<file path="config.mk">
export PLATFORM = sky130hd
export DESIGN_NAME = i2c_master_stop_collision_brg
export DESIGN_NICKNAME = d
export VERILOG_FILES = /design/src/rtl/i2cs_pkg.sv /design/src/rtl/pin_sync.sv /design/src/rtl/rate_counter.sv /design/src/rtl/i2c_master_stop_collision_brg.sv
export SDC_FILE = /design/constraint.sdc
export NUM_CORES = 1
export LEC_CHECK = 0
export ABC_AREA = 1
export BUFFER_PORTS_ARGS = -buffer_cell sky130_fd_sc_hd__buf_2
export CORE_MARGIN = 10
export CORE_UTILIZATION = 51
export CTS_BUF_LIST = sky130_fd_sc_hd__clkbuf_8
export DETAILED_ROUTE_END_ITERATION = 10
export PLACE_DENSITY = 0.84
export SYNTH_ARGS = -nofsm -noshare
export SYNTH_HDL_FRONTEND = slang
export SYNTH_SLANG_ARGS = --single-unit
</file>
<file path="constraint.sdc">
create_clock -name pclk -period 1.5 [get_ports pclk]
set_clock_uncertainty 0.1 [all_clocks]
set_input_delay 0.3 -clock pclk [delete_from_list [all_inputs] [get_ports pclk]]
set_output_delay 0.3 -clock pclk [all_outputs]
set_load 0.05 [all_outputs]
</file>
<file path="src/rtl/i2cs_pkg.sv">
// Purpose: Shared constants and types for the stop-collision and rate counter block
// Assumes: APB register word per offset, 8-bit data in the low bits
// Notes: Offsets are byte addresses

package i2cs_pkg;

    // ************************************************************
    // Register map
    // ************************************************************
    localparam logic [7:0] ADDR_RELOAD = 8'h00;
    localparam logic [7:0] ADDR_BUFFER = 8'h04;
    localparam logic [7:0] ADDR_CTL1 = 8'h08;
    localparam logic [7:0] ADDR_CTL2 = 8'h0C;
    localparam logic [7:0] ADDR_STATUS = 8'h10;
    localparam logic [7:0] ADDR_IRQ_STAT = 8'h14;
    localparam logic [7:0] ADDR_IRQ_MASK = 8'h18;

    // ************************************************************
    // Field positions and values
    // ************************************************************
    localparam int CTL1_WCOL_BIT = 7;
    localparam int CTL1_EN_BIT = 5;
    localparam int CTL2_STOP_BIT = 2;
    localparam int STAT_STOP_BIT = 4;
    localparam int STAT_BUSY_BIT = 0;
    localparam int IRQ_PORT_BIT = 0;
    localparam int IRQ_COLL_BIT = 1;
    localparam logic [3:0] MODE_I2C_MASTER = 4'h8;
    localparam logic [3:0] MODE_SPI_MASTER = 4'hA;
    localparam logic [7:0] RESET_BYTE = 8'h00;
    localparam logic [1:0] RESET_IRQ = 2'h0;
    // Instruction cycle is four module clocks
    localparam logic [1:0] PRE_LAST = 2'h3;

    // ************************************************************
    // Types
    // ************************************************************
    typedef enum logic [2:0] {
        ST_IDLE = 3'h0,
        ST_STOP_LOW = 3'h1,
        ST_STOP_REL = 3'h3,
        ST_STOP_CNT = 3'h2,
        ST_STOP_CHK = 3'h6,
        ST_STOP_DONE = 3'h7,
        ST_XFER = 3'h5
    } state_e;

    typedef struct packed {
        logic sda;
        logic scl;
    } pins_s;

    typedef struct packed {
        logic [7:0] cnt;
        logic [1:0] pre;
        logic exp;
        logic [9:0] since;
    } counter_s;

    typedef struct packed {
        state_e st;
        logic [7:0] reload;
        logic [7:0] buffer;
        logic [7:0] ctl1;
        logic stop_req;
        logic stop_det;
        logic [1:0] irq_stat;
        logic [1:0] irq_mask;
        logic sda_oe;
        logic scl_oe;
        logic sck;
        logic [4:0] half;
        logic cnt_load;
        logic cnt_run;
        logic pready;
        logic pslverr;
        logic [31:0] prdata;
        logic irq;
    } main_s;

endpackage : i2cs_pkg

</file>
<file path="src/rtl/pin_sync.sv">
// Purpose: Two-stage synchroniser for pin levels
// Assumes: Inputs are asynchronous to pclk
// Notes: First stage feeds only the second stage

`timescale 1ns/1ps
`default_nettype none

module pin_sync #(
    parameter int W = 2
) (
    input wire logic pclk,
    input wire logic presetn,
    input wire logic [W-1:0] async_in,
    output logic [W-1:0] sync_out
);

    // Bus lines idle high, so reset to released
    logic [1:0][W-1:0] q;
    logic [1:0][W-1:0] d;

    always_comb begin
        d[0] = async_in;
        d[1] = q[0];
    end

    always_ff @(posedge pclk or negedge presetn) begin
        if (!presetn) begin
            q <= '1;
        end else begin
            q <= d;
        end
    end

    assign sync_out = q[1];

endmodule : pin_sync

`default_nettype wire

</file>
<file path="src/rtl/rate_counter.sv">
// Purpose: Reload down-counter timing the serial clock
// Assumes: One step per instruction cycle of four pclk
// Notes: Reloads itself at each rollover while running

`timescale 1ns/1ps
`default_nettype none

module rate_counter (
    input wire logic pclk,
    input wire logic presetn,
    input wire logic load,
    input wire logic run,
    input wire logic [7:0] reload,
    output logic expire
);

    i2cs_pkg::counter_s q;
    i2cs_pkg::counter_s d;

    always_comb begin
        d = q;
        d.exp = 1'b0;
        if (load) begin
            d.cnt = reload;
            d.pre = 2'h0;
        end else if (run) begin
            d.pre = q.pre + 2'h1;
            if (q.pre == i2cs_pkg::PRE_LAST) begin
                if (q.cnt == 8'h00) begin
                    d.exp = 1'b1;
                    d.cnt = reload;
                end else begin
                    d.cnt = q.cnt - 8'h01;
                end
            end
        end
        // Observation only: cycles since load or last rollover
        if (load || d.exp) begin
            d.since = 10'h000;
        end else begin
            d.since = q.since + 10'h001;
        end
    end

    always_ff @(posedge pclk or negedge presetn) begin
        if (!presetn) begin
            q <= '0;
        end else begin
            q <= d;
        end
    end

    assign expire = q.exp;
endmodule : rate_counter

`default_nettype wire

</file>
<file path="src/rtl/i2c_master_stop_collision_brg.sv">
// Purpose: Stop generation with collision detection and shared rate counter
// Assumes: Open-drain pins with external pull-ups, APB slave, pclk 10 MHz
// Notes: Data shifting and start conditions are not part of this block

`timescale 1ns/1ps
`default_nettype none

module i2c_master_stop_collision_brg #(
    parameter logic [4:0] HALF_LAST = 5'h0F
) (
    input wire logic pclk,
    input wire logic presetn,
    input wire logic psel,
    input wire logic penable,
    input wire logic pwrite,
    input wire logic [7:0] paddr,
    input wire logic [31:0] pwdata,
    output logic [31:0] prdata,
    output logic pready,
    output logic pslverr,
    input wire logic sda_in,
    input wire logic scl_in,
    output logic sda_out,
    output logic sda_oe,
    output logic scl_out,
    output logic scl_oe,
    output logic irq
);

    i2cs_pkg::main_s q;
    i2cs_pkg::main_s d;
    i2cs_pkg::pins_s pins;
    logic cnt_exp;
    logic setup;
    logic access;
    logic enabled;
    logic mode_i2c;
    logic mode_spi;
    logic ev_port;
    logic ev_coll;
    logic [1:0] rd_clr;

    // ************************************************************
    // Pin synchroniser and rate counter
    // ************************************************************
    pin_sync #(.W(2)) u_sync (
        .pclk(pclk),
        .presetn(presetn),
        .async_in({sda_in, scl_in}),
        .sync_out(pins)
    );

    rate_counter u_cnt (
        .pclk(pclk),
        .presetn(presetn),
        .load(q.cnt_load),
        .run(q.cnt_run),
        .reload(q.reload),
        .expire(cnt_exp)
    );

    assign enabled = q.ctl1[i2cs_pkg::CTL1_EN_BIT];
    assign mode_i2c = q.ctl1[3:0] == i2cs_pkg::MODE_I2C_MASTER;
    assign mode_spi = q.ctl1[3:0] == i2cs_pkg::MODE_SPI_MASTER;
    assign setup = psel && penable && !q.pready;
    assign access = psel && penable && q.pready;

    // ************************************************************
    // Next state
    // ************************************************************
    always_comb begin
        d = q;
        d.cnt_load = 1'b0;
        ev_port = 1'b0;
        ev_coll = 1'b0;
        rd_clr = 2'b00;

        // APB: one wait state, read data latched in the setup-to-access cycle
        d.pready = setup;
        d.pslverr = 1'b0;
        if (setup && !pwrite) begin
            d.prdata = 32'h0000_0000;
            if (paddr == i2cs_pkg::ADDR_RELOAD) begin
                d.prdata[7:0] = q.reload;
            end else if (paddr == i2cs_pkg::ADDR_BUFFER) begin
                d.prdata[7:0] = q.buffer;
            end else if (paddr == i2cs_pkg::ADDR_CTL1) begin
                d.prdata[7:0] = q.ctl1;
            end else if (paddr == i2cs_pkg::ADDR_CTL2) begin
                d.prdata[i2cs_pkg::CTL2_STOP_BIT] = q.stop_req;
            end else if (paddr == i2cs_pkg::ADDR_STATUS) begin
                d.prdata[i2cs_pkg::STAT_STOP_BIT] = q.stop_det;
                d.prdata[i2cs_pkg::STAT_BUSY_BIT] = q.st != i2cs_pkg::ST_IDLE;
            end else if (paddr == i2cs_pkg::ADDR_IRQ_STAT) begin
                d.prdata[1:0] = q.irq_stat;
            end else if (paddr == i2cs_pkg::ADDR_IRQ_MASK) begin
                d.prdata[1:0] = q.irq_mask;
            end else begin
                d.pslverr = 1'b1;
            end
        end else if (setup) begin
            if (paddr != i2cs_pkg::ADDR_RELOAD && paddr != i2cs_pkg::ADDR_BUFFER &&
                paddr != i2cs_pkg::ADDR_CTL1 && paddr != i2cs_pkg::ADDR_CTL2 &&
                paddr != i2cs_pkg::ADDR_STATUS && paddr != i2cs_pkg::ADDR_IRQ_STAT &&
                paddr != i2cs_pkg::ADDR_IRQ_MASK) begin
                d.pslverr = 1'b1;
            end
        end

        // Sequencer
        case (q.st)
            i2cs_pkg::ST_IDLE: begin
                if (q.stop_req && mode_i2c) begin
                    d.sda_oe = 1'b1;
                    d.st = i2cs_pkg::ST_STOP_LOW;
                end
            end
            i2cs_pkg::ST_STOP_LOW: begin
                if (!pins.sda) begin
                    d.scl_oe = 1'b0;
                    d.sck = 1'b1;
                    d.st = i2cs_pkg::ST_STOP_REL;
                end
            end
            i2cs_pkg::ST_STOP_REL: begin
                // Waits here while another device stretches the clock
                if (pins.scl) begin
                    d.cnt_load = 1'b1;
                    d.cnt_run = 1'b1;
                    d.st = i2cs_pkg::ST_STOP_CNT;
                end
            end
            i2cs_pkg::ST_STOP_CNT: begin
                if (!pins.scl) begin
                    ev_coll = 1'b1;
                end else if (cnt_exp) begin
                    d.sda_oe = 1'b0;
                    d.st = i2cs_pkg::ST_STOP_CHK;
                end
            end
            i2cs_pkg::ST_STOP_CHK: begin
                if (pins.sda && pins.scl) begin
                    d.stop_det = 1'b1;
                end
                if (!pins.scl && !pins.sda) begin
                    ev_coll = 1'b1;
                end else if (cnt_exp) begin
                    if (!pins.sda) begin
                        ev_coll = 1'b1;
                    end else begin
                        d.st = i2cs_pkg::ST_STOP_DONE;
                    end
                end
            end
            i2cs_pkg::ST_STOP_DONE: begin
                if (cnt_exp) begin
                    d.stop_req = 1'b0;
                    ev_port = 1'b1;
                    d.cnt_run = 1'b0;
                    d.st = i2cs_pkg::ST_IDLE;
                end
            end
            i2cs_pkg::ST_XFER: begin
                if (cnt_exp) begin
                    d.sck = !q.sck;
                    d.scl_oe = mode_spi || q.sck;
                    d.half = q.half + 5'h01;
                    if (q.half == HALF_LAST) begin
                        // Clock pin keeps its last level
                        d.cnt_run = 1'b0;
                        ev_port = 1'b1;
                        d.st = i2cs_pkg::ST_IDLE;
                    end
                end
            end
            default: begin
                d.st = i2cs_pkg::ST_IDLE;
            end
        endcase

        if (ev_coll) begin
            d.sda_oe = 1'b0;
            d.scl_oe = 1'b0;
            d.sck = 1'b1;
            d.stop_req = 1'b0;
            d.cnt_run = 1'b0;
            d.st = i2cs_pkg::ST_IDLE;
        end

        // Register writes take effect at the access edge
        if (access && pwrite) begin
            if (paddr == i2cs_pkg::ADDR_RELOAD) begin
                d.reload = pwdata[7:0];
            end else if (paddr == i2cs_pkg::ADDR_BUFFER) begin
                if (q.st != i2cs_pkg::ST_IDLE || q.stop_req) begin
                    d.ctl1[i2cs_pkg::CTL1_WCOL_BIT] = 1'b1;
                end else begin
                    d.buffer = pwdata[7:0];
                    if (enabled && (mode_i2c || mode_spi)) begin
                        d.cnt_load = 1'b1;
                        d.cnt_run = 1'b1;
                        d.half = 5'h00;
                        d.st = i2cs_pkg::ST_XFER;
                    end
                end
            end else if (paddr == i2cs_pkg::ADDR_CTL1) begin
                // Write collision flag is clear-only from software
                d.ctl1[6:0] = pwdata[6:0];
                d.ctl1[i2cs_pkg::CTL1_WCOL_BIT] = q.ctl1[i2cs_pkg::CTL1_WCOL_BIT] &&
                    pwdata[i2cs_pkg::CTL1_WCOL_BIT];
            end else if (paddr == i2cs_pkg::ADDR_CTL2) begin
                if (pwdata[i2cs_pkg::CTL2_STOP_BIT] && enabled && !ev_coll) begin
                    d.stop_req = 1'b1;
                end
            end else if (paddr == i2cs_pkg::ADDR_IRQ_MASK) begin
                d.irq_mask = pwdata[1:0];
            end
        end
        // Clear only what the read reported; a later event stays pending
        if (access && !pwrite && paddr == i2cs_pkg::ADDR_IRQ_STAT) begin
            rd_clr = q.prdata[1:0];
        end

        // Disabling the port aborts everything and clears the stop bit
        if (!d.ctl1[i2cs_pkg::CTL1_EN_BIT]) begin
            d.st = i2cs_pkg::ST_IDLE;
            d.sda_oe = 1'b0;
            d.scl_oe = 1'b0;
            d.sck = 1'b1;
            d.stop_req = 1'b0;
            d.stop_det = 1'b0;
            d.cnt_run = 1'b0;
        end

        // Sticky events: a set in the clearing read cycle survives
        d.irq_stat = (q.irq_stat & ~rd_clr) | {ev_coll, ev_port};
        d.irq = |(d.irq_stat & d.irq_mask);
    end

    always_ff @(posedge pclk or negedge presetn) begin
        if (!presetn) begin
            q <= '0;
            q.st <= i2cs_pkg::ST_IDLE;
            q.reload <= i2cs_pkg::RESET_BYTE;
            q.buffer <= i2cs_pkg::RESET_BYTE;
            q.ctl1 <= i2cs_pkg::RESET_BYTE;
            q.irq_stat <= i2cs_pkg::RESET_IRQ;
            q.irq_mask <= i2cs_pkg::RESET_IRQ;
            q.sck <= 1'b1;
        end else begin
            q <= d;
        end
    end

    assign prdata = q.prdata;
    assign pready = q.pready;
    assign pslverr = q.pslverr;
    // Open-drain: only ever pulls low
    assign sda_out = 1'b0;
    assign sda_oe = q.sda_oe;
    assign scl_out = q.sck;
    assign scl_oe = q.scl_oe;
    assign irq = q.irq;
endmodule : i2c_master_stop_collision_brg

`default_nettype wire

</file>
# After elaboration in Yosys (flattened, before gate mapping)
# Index checks and enable logic that the tools add are counted.
[totals]
elab_cells = 219
ff_bits = 69
inputBits = 47
out_inout_bits = 39
[op_classes]
n_reduce_logical = 46
muxes = 106
n_eq_ne = 32
n_addsub = 3
n_bitwise = 7
[op_table]
columns = ["cell", "count"]
rows = [
  ["$mux 8", 9],
  ["$mux 3", 21],
  ["$mux 1", 46],
  ["$mux 7", 6],
  ["$mux 28", 1],
  ["$mux 2", 13],
  ["$eq 8x5->1 const B", 3],
  ["$ne 8x5->1 const B", 3],
  ["$pmux 3 s7", 1],
  ["$logic_and 1x1->1", 20],
  ["$mux 17", 1],
  ["$eq 8x4->1 const B", 2],
  ["$logic_not 8->1", 2],
  ["$ne 8x4->1 const B", 2],
  ["$reduce_and 4->1", 4],
  ["$ne 4x3->1 const B", 3],
  ["$mux 11", 1],
  ["$mux 10", 1],
  ["$eq 3x3->1 const B", 3],
  ["$eq 4x4->1 const B", 2],
  ["$eq 8x3->1 const B", 1],
  ["$ne 4x1->1 const B", 2],
  ["$ne 4x4->1 const B", 2],
  ["$ne 8x3->1 const B", 1],
  ["other kinds (25)", 44],
]

# Longest topological paths before layout
[logic_depth]
ltp_word = 14
ltp_mapped = 10
depth_no_buf = 10

# By module
# From an unflattened synthesis, not the netlist that was laid out.
[unflattened]
cells_unflattened = 516
hier_area_um2 = 4127.7
[by_module_without_submodules]
columns = ["module", "seq_area_each_um2", "cells_each", "area_each_um2", "n_inst"]
rows = [
  ["i2c_master_stop_collision_brg", 1352.5, 399, 3240.6, 1],
  ["rate_counter", 275.3, 113, 782.0, 1],
  ["pin_sync", 105.1, 4, 105.1, 1],
]

# Worst setup path after synthesis
# Ideal clock, no wire load.
[synth_path]
path_kind = "register -> register"
start = "reg q (netlist bit pready)"
end = "reg q[65] in the netlist's numbering"
path_slack_ns = -0.199
path_stages_with_launch = 7
t_arrival_ns = 1.481
period_less_slack_ns = 1.699
setup_ns = 0.118
path_buffers = 1
required_time_ns = 1.282
cell_sequence = "dfrtp_1 -> nand4_2 -> nor2_8 -> nand3_4 -> buf_6 -> nand2_2 -> o21ai_2"
[synth_between]
elab_chain_cells = 3
[synth_rtl]
columns = ["element", "line_no", "text"]
rows = [
  ["from (decl)", "i2c_master_stop_collision_brg.sv:30", "i2cs_pkg::main_s q;"],
  ["$logic_and 1x1->1", "i2c_master_stop_collision_brg.sv:66", "assign access = psel && penable && q.pready;"],
  ["$logic_and 1x1->1", "i2c_master_stop_collision_brg.sv:191", "if (access && pwrite) begin"],
  ["$reduce_and 4->1 (no source line)", "--", ""],
]
# Every way passes these cells.
# A chain may end at the register's enable or synchronous reset.

==> impl_metrics.env <==
export IMPL_via_per_inst=5.28
export IMPL_crit_path_top_delay_cell="dfrtp_1"
export IMPL_use_met1_pct=20.3
export IMPL_syn_to_final_growth_pct=24.6
export IMPL_leakagePower_uw=0.00252
export IMPL_clock_fmax_mhz=623
export IMPL_period_needed_ns=1.61
export IMPL_die_h_microns=108
export IMPL_synth_area_sq_mm=0.00399
export IMPL_layout_drive_gt1_share_pct=35.1
export IMPL_clkPwrFrac_pct=24.6
export IMPL_use_met2_pct=30.8
export IMPL_dieArea_sq_mm=0.0117
export IMPL_crit_fanout=3
export IMPL_drtAntennaViolNets=0
export IMPL_io_buffers=36
export IMPL_maxSlewViolCount=0
export IMPL_diodes=0
export IMPL_seqPwrFrac_pct=37.0
export IMPL_drt_pass1_iter_count=5
export IMPL_busiest_layer="met2"
export IMPL_synth_edff_count=0
export IMPL_core_area_sq_mm=0.00765
export IMPL_p_int_uw=3840
export IMPL_clock_latency_ns=0.35
export IMPL_dr_first_iter_drc_count=212
export IMPL_ys_top_cells_by_area="dfrtp_1 40%, nand2_1 11%, buf_4 6.2%"
export IMPL_ys_ff_latch=69
export IMPL_synth_top_area_share_pct=40.2
export IMPL_start_kind="register"
export IMPL_path_class="reg -> reg"
export IMPL_cts_tree="built"
export IMPL_grt_first_pass_wirelength_microns=16700
export IMPL_final_core_util_pct=64.9
export IMPL_setup_viol_count_final=13
export IMPL_ios=86
export IMPL_hold_path_class="in -> reg"
export IMPL_detailed_place_hpwl_microns=7330
export IMPL_max_stage_delay_ns=0.36
export IMPL_synth_most_common_cell="nand2_1"
export IMPL_pwr_density_cell_mw_per_mm2=1220
export IMPL_synth_distinct_cells=44
export IMPL_clk_path_buf_depth=2
export IMPL_yosysTopAreaCell="dfrtp_1"
export IMPL_cts_buffers=9
export IMPL_worstPathArrival_ns=1.73
export IMPL_rows=32
export IMPL_layout_nets=633
export IMPL_final_period_utilization_pct=107
export IMPL_cts_sinks=69
export IMPL_crit_buf_inv=0
export IMPL_htreeDepth=3
export IMPL_yosys_warnings=0
export IMPL_clock_root_buffer="clkbuf_8"
export IMPL_routedWlPerCell_microns=15.5
export IMPL_grt_pass1_vias=3627
export IMPL_synth_commonest_cells="115 x nand2_1, 64 x dfrtp_1, 59 x inv_1"
export IMPL_fin_ws_ns=-0.106
export IMPL_violations="negative setup slack"
export IMPL_swShare_pct=36.7
export IMPL_power_frac_comb_pct=38.3
export IMPL_cp_data_required_time_ns=1.63
export IMPL_ys_seq_area_share_pct=43.5
export IMPL_antenna_found_initial=0
export IMPL_met3_usage_pct=5.12
export IMPL_gp_congestion=0.983
export IMPL_drc=0
export IMPL_overflow=0
export IMPL_hold_viol=0
export IMPL_die_w_microns=108
export IMPL_rsz0062_at_grt="yes"
export IMPL_final_fill_count=606
export IMPL_pre_cts_slack_ns=-0.195
export IMPL_grt_max_degree=70
export IMPL_synth_async_reset_ratio_pct=100
export IMPL_cpLargestDelayFamily="adder cells"
export IMPL_vias=3638
export IMPL_clk_pin_slew_ns=0.07
export IMPL_cp_cell_sequence="ha_2, nand2_2, nor2_2, ha_2, nor2_2, o21ai_2, nand2_1, nor2_1, a21oi_1"
export IMPL_cap_violations=0
export IMPL_status="finished, violations left"
export IMPL_end_kind="register"
export IMPL_avgSynthCellArea_sq_um=8.03
export IMPL_initial_core_util_pct=52.1
export IMPL_syn_instance_count=496
export IMPL_drt_wl_total_microns=10700
export IMPL_p_switching_uw=2230
export IMPL_vdd_drop_max_uv=777
export IMPL_grtUsageTotal_pct=17.7
export IMPL_ys_dominant_reg_cell="dfrtp_1"
[worst paths after layout]
path,slack (ns),to,cells after the start,from
min reg2reg,0.26,u_sync.sync_out[1],0,u_sync.d[3]
max reg2reg,-0.11,q[75],9,q[38]
min in group asynchronous,0.37,q[37],3,presetn
max in group asynchronous,0.59,pready,3,presetn
max,-0.11,q[75],9,q[38]
min,0.14,q[46],3,pwdata[1]
[per-layer routing]
layer / wire length (microns) / up-vias
li1: - / 1713
met1: 4230 / 1762
met2: 5370 / 134
met3: 819 / 29
met4: 267 / 0
met5: 0 / -
[worst min-delay path: stages]
cell     delay, ns
buf_2         0.09
nand3_1       0.07
nand2_1       0.08
[state kept, by name, summed over array words and instances (netlist names), 2 cells and up]
name	cells
u_sync.sync_out	2
prdata	8
u_cnt.q	10
u_sync.d	2
q	39
[placed cells by master (no fill, tap or decap), types with 14 or more instances in the layout]
master and instances:
nand3_1 31, conb_1 25, nor2_1 37, buf_4 38, buf_2 35, a21oi_2 14
inv_1 55, nand2_1 99, o21ai_1 18, nand2_2 21, dfrtp_1 63
[cells by family after synthesis]
logic type / count (synthesis) / share of synthesized area (%)
and+or+nand+nor: 238 / 29.1
buffers and inverters: 105 / 13.7
AOI/OAI and AO/OA: 74 / 11.2
DFF: 69 / 43.5
xor gates and xnor gates: 5 / 1.10
adders and majority gates: 4 / 1.26
other: 1 / 0.0941
[through the flow]
step	hold WS [ns]	TNS, ns	area, sq um	cells	power (uW)
floorplan	-0.0956	-0.244	4090	520	3480
global placement	0.244	-0.695	4380	655	3930
detailed placement	0.242	-1.94	4380	655	4020
CTS	0.122	-0.431	4770	685	5750
global route	0.156	-2.05	4970	689	6390
finish	0.139	-0.445	4970	689	6060
[timing repair]
item | CTS | global route
buffers inserted | 11 | 3
pin swaps | 15 | 33
gates cloned | 1 | 1
hold buffers | 3 | 0
endpoints found under the hold margin | 66 | 0
resized for setup | 25 | 53
endpoints found under the setup margin | 21 | 48
[cell type report]
cell class	count	area [sq um]	share of cell area (%)
clock buffer	10	138	2.77
tap	102	128	2.57
clock inverter	6	55.1	1.11
sequential	69	1730	34.9
multi-input combinational	348	2020	40.7
inverter	66	254	5.11
timing repair buffer	88	638	12.8
[power groups by stage]
| stage | clock (uW) | combinational [uW] | sequential, uW |
|---|---|---|---|
| 2_1_floorplan | 0 | 1220 | 2260 |
| 3_3_place_gp | 0 | 1690 | 2240 |
| 3_5_place_dp | 0 | 1770 | 2260 |
| 4_1_cts | 1520 | 2000 | 2230 |
| 5_1_grt | 1580 | 2550 | 2260 |
| 6_report | 1490 | 2320 | 2250 |
Note: power is estimated with default switching activity, not from simulation.
